[src/hdl/sec_pkg.sv]
/*
  Package for the serial EEPROM access controller: register map, field
  positions, reset values, command codes, timing and bus carrier types.
  Assumes a 200 MHz mclk and a 32-bit AXI4-Lite register bus.
*/
package sec_pkg;
  // Register byte offsets
  localparam logic [7:0] SEC_OFS_CTRL   = 8'hA0;
  localparam logic [7:0] SEC_OFS_ADDAT  = 8'hA4;
  localparam logic [7:0] SEC_OFS_ISTAT  = 8'hB0;
  localparam logic [7:0] SEC_OFS_IMASK  = 8'hB4;
  localparam logic [7:0] SEC_OFS_CFG    = 8'hB8;
  // Control field positions
  localparam int SEC_B_START  = 0;
  localparam int SEC_B_CMD    = 1;
  localparam int SEC_B_ALST   = 4;
  localparam int SEC_B_ALDIS  = 5;
  localparam int SEC_B_RATE   = 6;
  localparam int SEC_B_WIP    = 8;
  localparam int SEC_B_WEL    = 9;
  localparam int SEC_B_BP0    = 10;
  localparam int SEC_B_BP1    = 11;
  localparam int SEC_B_WPEN   = 15;
  // Reset values
  localparam logic [2:0]  SEC_RST_CMD   = 3'h0;
  localparam logic [1:0]  SEC_RST_RATE  = 2'h1;
  localparam logic        SEC_RST_ALDIS = 1'b1;
  localparam logic [15:0] SEC_RST_WORD  = 16'h0000;
  localparam logic [15:0] SEC_RST_CFG   = 16'h0000;
  // Clock rate codes
  localparam logic [1:0] SEC_RATE_DIV64 = 2'h1;
  localparam logic [1:0] SEC_RATE_TEST  = 2'h3;
  // Commands
  localparam logic [2:0] SEC_CMD_WRSR  = 3'h1;
  localparam logic [2:0] SEC_CMD_WRITE = 3'h2;
  localparam logic [2:0] SEC_CMD_READ  = 3'h3;
  localparam logic [2:0] SEC_CMD_WRDI  = 3'h4;
  localparam logic [2:0] SEC_CMD_RDSR  = 3'h5;
  localparam logic [2:0] SEC_CMD_WREN  = 3'h6;
  // Serial opcodes sent on the wire
  localparam logic [7:0] SEC_OP_WRSR  = 8'h01;
  localparam logic [7:0] SEC_OP_WRITE = 8'h02;
  localparam logic [7:0] SEC_OP_READ  = 8'h03;
  localparam logic [7:0] SEC_OP_WRDI  = 8'h04;
  localparam logic [7:0] SEC_OP_RDSR  = 8'h05;
  localparam logic [7:0] SEC_OP_WREN  = 8'h06;
  // Serial clock timing: core clock / 64 at 250 MHz gives a 256 ns period
  localparam int SEC_CORE_MHZ   = 250;
  localparam int SEC_CORE_DIV   = 64;
  localparam int SEC_MCLK_MHZ   = 200;
  localparam int SEC_SCK_NS     = SEC_CORE_DIV * 1000 / SEC_CORE_MHZ;
  localparam int SEC_HALF_CYC   = (SEC_SCK_NS * SEC_MCLK_MHZ / 1000) / 2;
  localparam int SEC_TEST_HALF  = 1;
  localparam int SEC_AL_WORDS   = 4;
  // Interrupt status bits
  localparam int SEC_IRQ_DONE   = 0;
  localparam int SEC_IRQ_AL     = 1;
  localparam int SEC_IRQ_RSVD   = 2;
  // Transaction states, Gray-coded along the usual path
  typedef enum logic [2:0] {
    SEC_IDLE  = 3'b000,
    SEC_LOAD  = 3'b001,
    SEC_SHIFT = 3'b011,
    SEC_DONE  = 3'b010,
    SEC_AUTO  = 3'b110
  } sec_state_t;
  // AXI4-Lite carriers
  typedef struct packed {
    logic        awvalid;
    logic [7:0]  awaddr;
    logic        wvalid;
    logic [31:0] wdata;
    logic [3:0]  wstrb;
    logic        bready;
    logic        arvalid;
    logic [7:0]  araddr;
    logic        rready;
  } sec_axi_req_t;
  typedef struct packed {
    logic        awready;
    logic        wready;
    logic        bvalid;
    logic [1:0]  bresp;
    logic        arready;
    logic        rvalid;
    logic [31:0] rdata;
    logic [1:0]  rresp;
  } sec_axi_rsp_t;
  // Serial EEPROM pins
  typedef struct packed {
    logic sck;
    logic cs_n;
    logic mosi;
  } sec_spi_t;
endpackage : sec_pkg

[src/hdl/sec_ctrl.sv]
/*
  Serial EEPROM access controller: AXI4-Lite register slave, command
  sequencer for a 16-bit-word SPI EEPROM, autoload after fundamental reset,
  and a sticky interrupt status with mask.
  Assumes synchronous inputs on mclk and an SPI mode 0 EEPROM on the pins.
*/
// Summary of operation
// - Writing start one in the idle state, with no autoload pending, launches one transaction with the held command.
// - Command codes 1..6 select status write, write, read, disable, status read, enable.
// - Autoload status reads one only after successful autoload; resets to zero.
// - Autoload disable bit suppresses autoload; resets to one.
// - Rate code 01b gives serial clock of core clock divided by 64.
// - Rate code 11b selects test mode; codes 00b and 10b reserved.
// - Write-in-process bit shows EEPROM busy with a write; resets zero.
// - Bit nine mirrors the EEPROM write-enable latch; resets zero.
// - Block protect bits and write protect enable mirror EEPROM status.
// - Address field bits 15:0 supply EEPROM location; resets zero.
// - Data field bits 31:16 hold write value or read result.
`timescale 1ns/1ps
module sec_ctrl
  import sec_pkg::*;
(
  input  wire logic                  mclk,
  input  wire logic                  rstn,
  input  wire logic                  fundamental_reset_input_n,
  input  wire sec_pkg::sec_axi_req_t axi_req,
  output sec_pkg::sec_axi_rsp_t      axi_rsp,
  output sec_pkg::sec_spi_t          spi_out,
  input  wire logic                  spi_miso,
  output logic                       irq
);
  import sec_pkg::*;

  // Opcode lookup for a command code
  function automatic logic [7:0] sec_opcode(input logic [2:0] c);
    case (c)
      SEC_CMD_WRSR:  sec_opcode = SEC_OP_WRSR;
      SEC_CMD_WRITE: sec_opcode = SEC_OP_WRITE;
      SEC_CMD_READ:  sec_opcode = SEC_OP_READ;
      SEC_CMD_WRDI:  sec_opcode = SEC_OP_WRDI;
      SEC_CMD_RDSR:  sec_opcode = SEC_OP_RDSR;
      default:       sec_opcode = SEC_OP_WREN;
    endcase
  endfunction : sec_opcode

  // Number of serial bits a command moves
  function automatic logic [5:0] sec_bits(input logic [2:0] c);
    case (c)
      SEC_CMD_WRITE, SEC_CMD_READ: sec_bits = 6'd40;
      SEC_CMD_WRSR, SEC_CMD_RDSR:  sec_bits = 6'd16;
      default:                     sec_bits = 6'd8;
    endcase
  endfunction : sec_bits

  logic             start_q;
  logic [2:0]       cmd_q;
  logic             al_ok_q;
  logic             al_dis_q;
  logic [1:0]       rate_q;
  logic [7:0]       sr_q;
  logic [15:0]      addr_q;
  logic [15:0]      data_q;
  logic [15:0]      cfg_q;
  logic [2:0]       ist_q;
  logic [2:0]       imsk_q;
  sec_state_t       st_q;
  logic [39:0]      sh_q;
  logic [5:0]       bits_q;
  logic [7:0]       div_q;
  logic             sck_q;
  logic             cs_n_q;
  logic [1:0]       al_idx_q;
  logic             prst_q;
  logic             al_req_q;
  logic             aw_q;
  logic             w_q;
  logic [7:0]       awa_q;
  logic [31:0]      wd_q;
  logic [3:0]       ws_q;
  logic             bv_q;
  logic [1:0]       br_q;
  logic             rv_q;
  logic [31:0]      rd_q;
  logic [1:0]       rr_q;
  logic             done_ev;
  logic             al_ev;
  logic             wr_fire;
  logic             rd_fire;
  logic [7:0]       half_lim;
  logic [31:0]      ctrl_word;

  assign half_lim = (rate_q == SEC_RATE_TEST) ? 8'(SEC_TEST_HALF) : 8'(SEC_HALF_CYC);
  assign wr_fire  = aw_q && w_q && !bv_q;
  assign rd_fire  = axi_req.arvalid && !rv_q;
  assign ctrl_word = {16'h0000, sr_q[7], 3'h0, sr_q[3:0], rate_q, al_dis_q, al_ok_q,
                      cmd_q, start_q};

  // Write address and data capture, in either order
  always_ff @(posedge mclk) begin
    if (!rstn) begin
      aw_q  <= 1'b0;
      w_q   <= 1'b0;
      awa_q <= 8'h00;
      wd_q  <= 32'h0000_0000;
      ws_q  <= 4'h0;
    end else begin
      if (axi_req.awvalid && !aw_q) begin
        aw_q  <= 1'b1;
        awa_q <= axi_req.awaddr;
      end
      if (axi_req.wvalid && !w_q) begin
        w_q  <= 1'b1;
        wd_q <= axi_req.wdata;
        ws_q <= axi_req.wstrb;
      end
      // Both stay held until the answer is taken, so no write slips in under bvalid
      if (bv_q && axi_req.bready) begin
        aw_q <= 1'b0;
        w_q  <= 1'b0;
      end
    end
  end

  // Write response and read data channels
  always_ff @(posedge mclk) begin
    if (!rstn) begin
      bv_q <= 1'b0;
      br_q <= 2'h0;
      rv_q <= 1'b0;
      rd_q <= 32'h0000_0000;
      rr_q <= 2'h0;
    end else begin
      if (wr_fire) begin
        bv_q <= 1'b1;
        br_q <= (awa_q == SEC_OFS_CTRL || awa_q == SEC_OFS_ADDAT || awa_q == SEC_OFS_IMASK
                 || awa_q == SEC_OFS_ISTAT || awa_q == SEC_OFS_CFG) ? 2'h0 : 2'h2;
      end else if (bv_q && axi_req.bready) begin
        bv_q <= 1'b0;
      end
      if (rd_fire) begin
        rv_q <= 1'b1;
        rr_q <= 2'h0;
        case (axi_req.araddr)
          SEC_OFS_CTRL:  rd_q <= ctrl_word;
          SEC_OFS_ADDAT: rd_q <= {data_q, addr_q};
          SEC_OFS_ISTAT: rd_q <= {29'h0, ist_q};
          SEC_OFS_IMASK: rd_q <= {29'h0, imsk_q};
          SEC_OFS_CFG:   rd_q <= {16'h0000, cfg_q};
          default: begin
            rd_q <= 32'h0000_0000;
            rr_q <= 2'h2;
          end
        endcase
      end else if (rv_q && axi_req.rready) begin
        rv_q <= 1'b0;
      end
    end
  end

  // Software-owned control fields
  always_ff @(posedge mclk) begin
    if (!rstn) begin
      cmd_q    <= SEC_RST_CMD;
      al_dis_q <= SEC_RST_ALDIS;
      rate_q   <= SEC_RST_RATE;
      addr_q   <= SEC_RST_WORD;
      imsk_q   <= 3'h0;
    end else if (wr_fire) begin
      if (awa_q == SEC_OFS_CTRL && ws_q[0]) begin
        cmd_q    <= wd_q[SEC_B_CMD +: 3];
        al_dis_q <= wd_q[SEC_B_ALDIS];
        rate_q   <= wd_q[SEC_B_RATE +: 2];
      end
      if (awa_q == SEC_OFS_ADDAT && ws_q[0]) addr_q[7:0] <= wd_q[7:0];
      if (awa_q == SEC_OFS_ADDAT && ws_q[1]) addr_q[15:8] <= wd_q[15:8];
      if (awa_q == SEC_OFS_IMASK && ws_q[0]) imsk_q <= wd_q[2:0];
    end
  end

  // Previous fundamental reset level, to see its release
  always_ff @(posedge mclk) begin
    if (!rstn) prst_q <= 1'b0;
    else       prst_q <= fundamental_reset_input_n;
  end

  // Autoload request on release of the fundamental reset
  always_ff @(posedge mclk) begin
    if (!rstn || !fundamental_reset_input_n) begin
      al_req_q <= 1'b0;
    end else if (fundamental_reset_input_n && !prst_q && !al_dis_q) begin
      al_req_q <= 1'b1;
    end else if (st_q == SEC_AUTO) begin
      al_req_q <= 1'b0;
    end
  end

  // Transaction sequencer and serial shifter
  always_ff @(posedge mclk) begin
    if (!rstn) begin
      st_q     <= SEC_IDLE;
      start_q  <= 1'b0;
      sh_q     <= 40'h0;
      bits_q   <= 6'h0;
      div_q    <= 8'h00;
      sck_q    <= 1'b0;
      cs_n_q   <= 1'b1;
      data_q   <= SEC_RST_WORD;
      sr_q     <= 8'h00;
      cfg_q    <= SEC_RST_CFG;
      al_ok_q  <= 1'b0;
      al_idx_q <= 2'h0;
    end else begin
      if (!fundamental_reset_input_n) al_ok_q <= 1'b0;
      if (wr_fire && awa_q == SEC_OFS_ADDAT) begin
        if (ws_q[2]) data_q[7:0]  <= wd_q[23:16];
        if (ws_q[3]) data_q[15:8] <= wd_q[31:24];
      end
      if (wr_fire && awa_q == SEC_OFS_CTRL && ws_q[1]) begin
        sr_q[2] <= wd_q[SEC_B_BP0];
        sr_q[3] <= wd_q[SEC_B_BP1];
        sr_q[7] <= wd_q[SEC_B_WPEN];
      end
      if (wr_fire && awa_q == SEC_OFS_CTRL && ws_q[0] && wd_q[SEC_B_START]
          && st_q == SEC_IDLE) begin
        start_q <= 1'b1;
      end
      case (st_q)
        SEC_IDLE: begin
          if (al_req_q) begin
            al_idx_q <= 2'h0;
            sh_q     <= {SEC_OP_READ, 16'h0000, 16'h0000};
            bits_q   <= 6'd40;
            st_q     <= SEC_AUTO;
            cs_n_q   <= 1'b0;
          end else if (start_q) begin
            st_q <= SEC_LOAD;
          end
        end
        SEC_LOAD: begin
          sh_q   <= {sec_opcode(cmd_q), (cmd_q == SEC_CMD_WRSR) ? sr_q : addr_q[15:8],
                     (cmd_q == SEC_CMD_WRSR) ? 8'h00 : addr_q[7:0], data_q};
          bits_q <= sec_bits(cmd_q);
          div_q  <= 8'h00;
          cs_n_q <= 1'b0;
          st_q   <= SEC_SHIFT;
        end
        SEC_SHIFT, SEC_AUTO: begin
          if (div_q == half_lim - 8'h01 && cs_n_q) begin
            div_q  <= 8'h00;
            cs_n_q <= 1'b0; // Reselect after the gap between autoload frames
          end else if (div_q == half_lim - 8'h01) begin
            div_q <= 8'h00;
            sck_q <= !sck_q;
            if (sck_q) begin
              sh_q   <= {sh_q[38:0], spi_miso};
              bits_q <= bits_q - 6'd1;
              if (bits_q == 6'd1) begin
                sck_q  <= 1'b0;
                cs_n_q <= 1'b1;
                if (st_q == SEC_AUTO) begin
                  cfg_q[al_idx_q*4 +: 4] <= {sh_q[2:0], spi_miso};
                  al_idx_q <= al_idx_q + 2'h1;
                  if (al_idx_q == 2'(SEC_AL_WORDS - 1)) begin
                    al_ok_q <= 1'b1;
                    st_q    <= SEC_DONE;
                  end else begin
                    // Chip select stays high for a half period so the memory sees a new command
                    sh_q   <= {SEC_OP_READ, 14'h0, al_idx_q + 2'h1, 16'h0000};
                    bits_q <= 6'd40;
                  end
                end else begin
                  st_q <= SEC_DONE;
                end
              end
            end
          end else begin
            div_q <= div_q + 8'h01;
          end
        end
        SEC_DONE: begin
          if (start_q) begin
            if (cmd_q == SEC_CMD_READ) data_q <= sh_q[15:0];
            if (cmd_q == SEC_CMD_RDSR) sr_q <= sh_q[7:0];
            if (cmd_q == SEC_CMD_WREN) sr_q[1] <= 1'b1;
            if (cmd_q == SEC_CMD_WRDI) sr_q[1] <= 1'b0;
          end
          start_q <= 1'b0;
          st_q    <= SEC_IDLE;
        end
        default: st_q <= SEC_IDLE;
      endcase
    end
  end

  assign done_ev = (st_q == SEC_DONE) && start_q;
  assign al_ev   = (st_q == SEC_DONE) && !start_q;

  // Sticky interrupt status; an event in the read cycle wins over the clear
  always_ff @(posedge mclk) begin
    if (!rstn) begin
      ist_q <= 3'h0;
    end else begin
      if (rd_fire && axi_req.araddr == SEC_OFS_ISTAT) ist_q <= 3'h0;
      if (done_ev) ist_q[SEC_IRQ_DONE] <= 1'b1;
      if (al_ev)   ist_q[SEC_IRQ_AL]   <= 1'b1;
    end
  end

  // Registered interrupt and pin outputs
  always_ff @(posedge mclk) begin
    if (!rstn) irq <= 1'b0;
    else       irq <= |(ist_q & imsk_q);
  end

  assign spi_out.sck  = sck_q;
  assign spi_out.cs_n = cs_n_q;
  assign spi_out.mosi = sh_q[39];

  assign axi_rsp.awready = !aw_q;
  assign axi_rsp.wready  = !w_q;
  assign axi_rsp.bvalid  = bv_q;
  assign axi_rsp.bresp   = br_q;
  assign axi_rsp.arready = !rv_q;
  assign axi_rsp.rvalid  = rv_q;
  assign axi_rsp.rdata   = rd_q;
  assign axi_rsp.rresp   = rr_q;
endmodule : sec_ctrl

[config.mk]
export PLATFORM = sky130hd
export DESIGN_NAME = sec_ctrl
export DESIGN_NICKNAME = d
export VERILOG_FILES = /design/src/hdl/sec_pkg.sv /design/src/hdl/sec_ctrl.sv
export SDC_FILE = /design/constraint.sdc
export NUM_CORES = 1
export LEC_CHECK = 0
export ABC_AREA = 1
export BUFFER_PORTS_ARGS = -buffer_cell sky130_fd_sc_hd__buf_4
export CAP_MARGIN = 5
export CORE_ASPECT_RATIO = 1.5
export CORE_MARGIN = 5
export CORE_UTILIZATION = 61
export DETAILED_ROUTE_END_ITERATION = 10
export GPL_ROUTABILITY_DRIVEN = 0
export PLACE_DENSITY = 0.82
export SLEW_MARGIN = 30
export SYNTH_ARGS = -nofsm -noshare
export SYNTH_HDL_FRONTEND = slang
export SYNTH_SLANG_ARGS = --single-unit
export TNS_END_PERCENT = 1
[constraint.sdc]
create_clock -name mclk -period 2.6 [get_ports mclk]
set_input_delay 0.26 -clock mclk [delete_from_list [all_inputs] [get_ports mclk]]
set_output_delay 0.26 -clock mclk [all_outputs]
set_load 0.01 [all_outputs]
==> metrics.txt, run 1 <==
sequential share of the synthesized area 42.7%; fin crit period 2030 ps; pin count of the biggest net entering global routing 161; reg-to-reg setup timing slack 570 ps; PostCTS Resize Cnt 0; Tightest Hold Check Type in -> reg; WHS Path Cells 3; CTS tree done; antenna violations before repair 0; worst r2r dst data_q[15]; post-route antenna net violation count 0; Worst EP required 2990 ps; CTS Buf Count 21; setup TNS 0 ps; clock network fraction of total power 30.5%; layout cell share with drive strength beyond 1 10.6%; die height 167 um; critical path depth in cells 10; Psw 3380 uW; commonest non-fill, non-tap cell in the layout nand2_1; Crit path max-delay family simple AND/OR/NAND/NOR gates; Hold Crit Start axi_req[20]; fin crit share 78.2%; Ys Warns 0; Global Route Usage Sum 28.6%; sequential power share 40.7%; peak supply drop 0.715 mV; die area 19200 sq um; DR vias 9974; Worst R2R Path Depth 10; Setup Skew 8.51 ps; clock latency on the worst-skew pair 500 ps; RSZ-0062 raised after global routing no; Setup Crit Path Kind reg -> reg; startpoint class of the critical path register; WP buf/inv 2; antenna cells 0; Final Cell Area 11900 sq um; Rows 57; Hold EP wd_q[5]; Main synth FF type dfxtp_1; Mapped Avg Cell Area 6.66 sq um; ys async rst share 0%; drt pass-1 iters 7; Post-Syn Area 10100 sq um; Slowest-stage cell, CP and2_1; H-tree levels 1; PwrDens 825 nW/um^2; status finished clean; cells along the critical path nand2_1 > nor2_4 > inv_2 > nor2_4 > and2_1 > nand2_2 > nand2_1 > nand3_1 > nand2_1 > inv_1; leading cell types in the layout, fill and taps excluded nand2_1 (345), nor2_1 (243), dfxtp_1 (215), inv_1 (164), o21ai_0 (138); Hold Fails Final Rpt 0; crit end category register; final wirelength 27900 um; initial core utilization 62.2%; post-DR wirelength/cell 15.2 um; Worst slew margin 50.4%; die span in x 115 um; DR iter-0 viols 873; CTS sink cnt 215; Sw Ratio 34.4%; Worst R2R Start w_q; DRC viols 0; Detail Placement HPWL 19000 um; clock-pin slew on the worst setup and hold paths 60 ps; I/O pin total 106; slowest stage delay, CP 500 ps; DR vias/cell 5.45; Slew @ Worst Pin 742 ps; internal power 6450 uW; Area Growth Syn to Fin 18.1%; Placed Area 10900 sq um; CTS root buf clkbuf_16; count of cell types in the netlist 36; core area 16200 sq um; arrival time worst endpoint 2430 ps; total power 9820 uW; Max-Cap Viols 0; Top cell by count, worst path nand2_1; Post-synth EDFFs 0; Yosys reg bits 215; Leak 0.00552 uW; first-pass GRT wire length 45400 um; total grt overflow 0; vias in the first global route 9446; Syn Inst Count 1513; Finish-stage setup viols 0; Final Slew Violations 0; Port Buf Inserts 103; maximum buffer depth of the clock tree 3; Max FO, Critical Path 11; Fmax 0.492 GHz; combinational group share of total power 28.8%; nets@finish 1684
[metal layers]
metal / up-vias / share of wire [%] / track usage, %
met2: 344 / 51 / 50.5
met1: 4554 / 38 / 32.4
met3: 92 / 5.8 / 4.04
met5: - / 0 / 0
met4: 0 / 5.8 / 15.8
li1: 4984 / - / -
[through the flow]
stage / cells / hold slack, ps / setup WS [ps] / util [%]
finish: 1830 / 13.8 / 567 / 73.5
global route: 1830 / 8.92 / 311 / 73.5
CTS: 1830 / 5.53 / 596 / 73.5
detailed placement: 1758 / 448 / 608 / 67.2
global placement: 1758 / 447 / 647 / 67.2
floorplan: 1514 / 389 / 899 / -
[cell usage after synthesis, types with 9 or more instances]
cell,n,area (sq um)
o21ai_0,138,691
o21ai_1,9,45.0
nand2_1,345,1290
buf_4,9,67.6
nand3_1,112,561
clkbuf_1,48,180
ha_1,12,150
dfxtp_1,215,4300
nor2_1,244,916
nand4_1,28,175
inv_1,164,616
a21oi_1,109,546
buf_2,17,85.1
[registers in the layout, indices dropped and copies added (netlist names), 2 cells and up]
name / count
imsk_q: 3
cfg_q: 16
wd_q: 32
data_q: 16
ist_q: 2
sh_q: 40
al_idx_q: 2
bits_q: 6
sr_q: 8
div_q: 8
ws_q: 4
addr_q: 16
awa_q: 8
rd_q: 32
rate_q: 2
cmd_q: 3
st_q: 3
[area by class of cell]
cell class	count	area, sq um
clock inverters	8	92.6
flip-flops and latches	215	4300
multi-input cells	1044	4730
repair buffers	156	1300
fillers	1289	4290
well taps	206	258
inverters	173	649
clock buffers	28	572
[power by group through the flow]
stage | Clock, uW | Combinational, uW | Sequential (uW)
after floorplan | 0 | 2220 | 3980
after global placement | 0 | 2670 | 4050
after detailed placement | 0 | 2740 | 4060
after CTS | 3040 | 2810 | 3990
after global routing | 3190 | 3230 | 4050
final | 3000 | 2830 | 4000
[repair_timing]
item / in CTS / in global routing
buffers inserted: 0 / 0
hold buffers: 36 / 0
hold endpoints to repair: 36 / 0
[worst min-delay path, cell delays in order]
cell	delay [ps]
buf_4	80
nor2_1	40
nor2_1	90
[how the worst max path moves through the flow]
stage,startpoint,end,slack (ps)
after floorplan,al_idx_q[0],cfg_q[2],900
final,w_q,data_q[15],570
after detailed placement,axi_req[1],rd_q[6],610
after global placement,w_q,data_q[11],650
after CTS,w_q,addr_q[12],600
after global routing,awa_q[7],data_q[9],310
[logic make-up after synthesis]
family                   count (synthesis)  share of synthesized area, %
flip-flops                             215                          42.7
AO/OA/AOI/OAI                          272                          13.8
other                                    1                        0.0372
AND/OR/NAND/NOR                        754                          31.2
XOR/XNOR                                 4                         0.348
adder cells (fa/ha/maj)                 12                          1.49
buffers and inverters                  255                          10.4
Power figures use the tool's default switching activity.
==> run 2: changes to the inputs <==
CORE_UTILIZATION = 59   (was 61)
PLACE_DENSITY = 0.8   (was 0.82)
clock period = 2 ns   (was 2.6 ns; I/O delays follow)
==> run 2 against run 1 <==
Count of clock-buffer cells in the layout increased by 3; via count up 2.4%; sequential share of layout area down 0.86 points; final cell count is 2.0% higher; first-iteration DRC count decreased by 14%; fmax grew 11%; hold slack gained 11 ps; clock skew grew 3.9 ps; power rose by 32%; design area rose by 2.4%.
==> metrics.txt, run 2 (synthesis gave the netlist of run 1 again) <==
Worst EP required 2400 ps (-590 ps); Slew @ Worst Pin 605 ps (-137 ps); CTS tree done; CTS root buf clkbuf_16; slowest stage delay, CP 360 ps (-140 ps); Finish-stage setup viols 0 (unchanged); nets@finish 1716 (+1.9%); antenna violations before repair 0 (unchanged); Max-Cap Viols 0 (unchanged); setup TNS 0 ps (unchanged); first-pass GRT wire length 47500 um (+4.6%); post-route antenna net violation count 0 (unchanged); initial core utilization 60.1% (-2.1 points); Area Growth Syn to Fin 21.0%; layout cell share with drive strength beyond 1 11.2% (+0.64 points); Hold Fails Final Rpt 0 (unchanged); die height 170 um (+1.6%); Global Route Usage Sum 29.3% (+0.71 points); fin crit period 1840 ps (-194 ps); PwrDens 1060 nW/um^2 (+29%); Setup Crit Path Kind reg -> reg; Detail Placement HPWL 19600 um (+3.0%); register area 4300 sq um (unchanged); Leak 0.00567 uW (+2.8%); core area 16800 sq um (+3.5%); fin crit share 92.0% (+14 points); Final Cell Area 12200 sq um (+2.4%); crit end category register; global routing met1 resource utilization 33.1% (+0.66 points); peak supply drop 1.39 mV (+95%); RSZ-0062 raised after global routing no; clock latency on the worst-skew pair 500 ps (about the same); status finished clean; startpoint class of the critical path register; GR peak layer met2; Largest regs sh_q (40), rd_q (32), wd_q (32); Worst R2R Path Depth 11 (+1); Tightest Hold Check Type in -> reg; arrival time worst endpoint 2240 ps (-190 ps); die span in x 117 um (+1.5%); final wirelength 29100 um (+4.6%); Max FO, Critical Path 18 (+7); PostCTS Resize Cnt 0 (unchanged); DRC viols 0 (unchanged); most flop-heavy register sh_q; reg-to-reg setup timing slack 160 ps (-410 ps); Worst R2R Start st_q[2]; DP Cell Count 1779 (+1.2%); max FFs per register 40 (unchanged); CTS Buf Count 21 (unchanged); cells along the critical path nor2_1 > inv_2 > nand3_2 > nand2_2 > inv_2 > nand2_4 > nand2_4 > buf_12 > nand2_1 > nand2_1 > nor2_1; commonest non-fill, non-tap cell in the layout nand2_1; vias in the first global route 9938 (+5.2%); fillers 1378 (+6.9%); Rows 58 (+1.8%); leading cell types in the layout, fill and taps excluded nand2_1 (345), nor2_1 (243), dfxtp_1 (215), inv_1 (164), o21ai_0 (138); total power 13000 uW (+32%); Non-Filler Instances 1866 (+2.0%); GR Util met3 3.77% (-0.27 points); Multi-input gate area 4730 sq um (unchanged); Hold Slack 24.6 ps (+10.8 ps); DR iter-0 viols 747 (-14%); Port Buf Inserts 103 (unchanged); maximum buffer depth of the clock tree 3 (unchanged); DR vias 10200 (+2.4%); Post CTS Setup Buffer Count 0 (unchanged); Final Slew Violations 0 (unchanged); Crit path max-delay family simple AND/OR/NAND/NOR gates; DR vias/cell 5.47 (+0.44%); antenna cells 0 (unchanged); Worst Setup EP sh_q[0]; Worst slew margin 59.7% (+9.3 points); post-DR wirelength/cell 15.6 um (+2.6%); critical path depth in cells 11 (+1); WP buf/inv 3 (+1); Setup Skew 12.4 ps (+3.93 ps); worst r2r dst sh_q[0]; die area 19800 sq um (+3.1%); drt pass-1 iters 6 (-1); H-tree levels 1 (unchanged); met2 Use GR 51.8% (+1.3 points); total grt overflow 0 (unchanged); CTS sink cnt 215 (unchanged); Placed Area 11000 sq um (+1.4%); clock-pin slew on the worst setup and hold paths 70 ps (about the same); Slowest-stage cell, CP dfxtp_1; pin count of the biggest net entering global routing 97 (-40%); Fmax 0.544 GHz (+11%); Critical Path Source st_q[2]; I/O pin total 106 (unchanged)
## run 2: cell types whose count changed in the layout (fill, tap and decap cells not counted), moves of 2 or more
cell	previous run	this run
buf_12	3	5
clkinv_2	5	2
buf_4	117	132
dlygate4sd3_1	36	50
clkbuf_1	5	9
## run 2: per-stage QoR
| stage | setup WS [ps] | utilization (%) |
|---|---|---|
| finish | 160 | 72.7 |
| CTS | 156 | 72.6 |
| detailed placement | 174 | 65.8 |
| global placement | 196 | 65.8 |
| global route | 6.09 | 72.7 |
| floorplan | 299 | - |
## run 2: worst register-to-register path, cell delays in order (launching register included)
cell,delay [ps]
dfxtp_1,360
nor2_1,170
inv_2,60
nand3_2,120
nand2_2,120
inv_2,170
nand2_4,70
nand2_4,210
buf_12,210
nand2_1,80
nand2_1,110
nor2_1,50
## run 2: area by class of cell
type / instances / share of cell area [%]
Clock buffer: 31 / 4.70
Clock inverter: 5 / 0.472
Inverter: 173 / 5.33
Multi-Input combinational cell: 1044 / 38.8
Sequential cell: 215 / 35.3
Tap cell: 210 / 2.16
Timing Repair Buffer: 188 / 13.3
## run 2: what timing repair did
action,in CTS,in global routing
hold endpoints to repair,49,0
hold buffers,50,0
endpoints found under the setup margin,0,1
## run 2: worst min path at each step
stage                               from  endpoint  slack [ps]  cells after the start
3_3_place_gp                 axi_req[53]  awa_q[5]         420                      3
2_1_floorplan  fundamental_reset_input_n    prst_q         330                      2
3_5_place_dp                 axi_req[14]   ws_q[3]         430                      3
4_1_cts                       axi_req[0]      rv_q           5                      3
5_1_grt                       axi_req[0]      rv_q          20                      3
6_report                      axi_req[0]      rv_q          20                      3
## run 2: report_power, final
group / internal, uW / switching [uW] / total (uW)
Sequential: 4850 / 344 / 5190
Combinational: 1460 / 2580 / 4030
Clock: 2120 / 1630 / 3750
Total: 8420 / 4550 / 13000
## run 2: per-layer routing
metal / vias to the layer above / share of wire (%)
met5: - / 0
met3: 117 / 5.3
li1: 5069 / -
met4: 0 / 6.9
met2: 349 / 50
met1: 4680 / 38
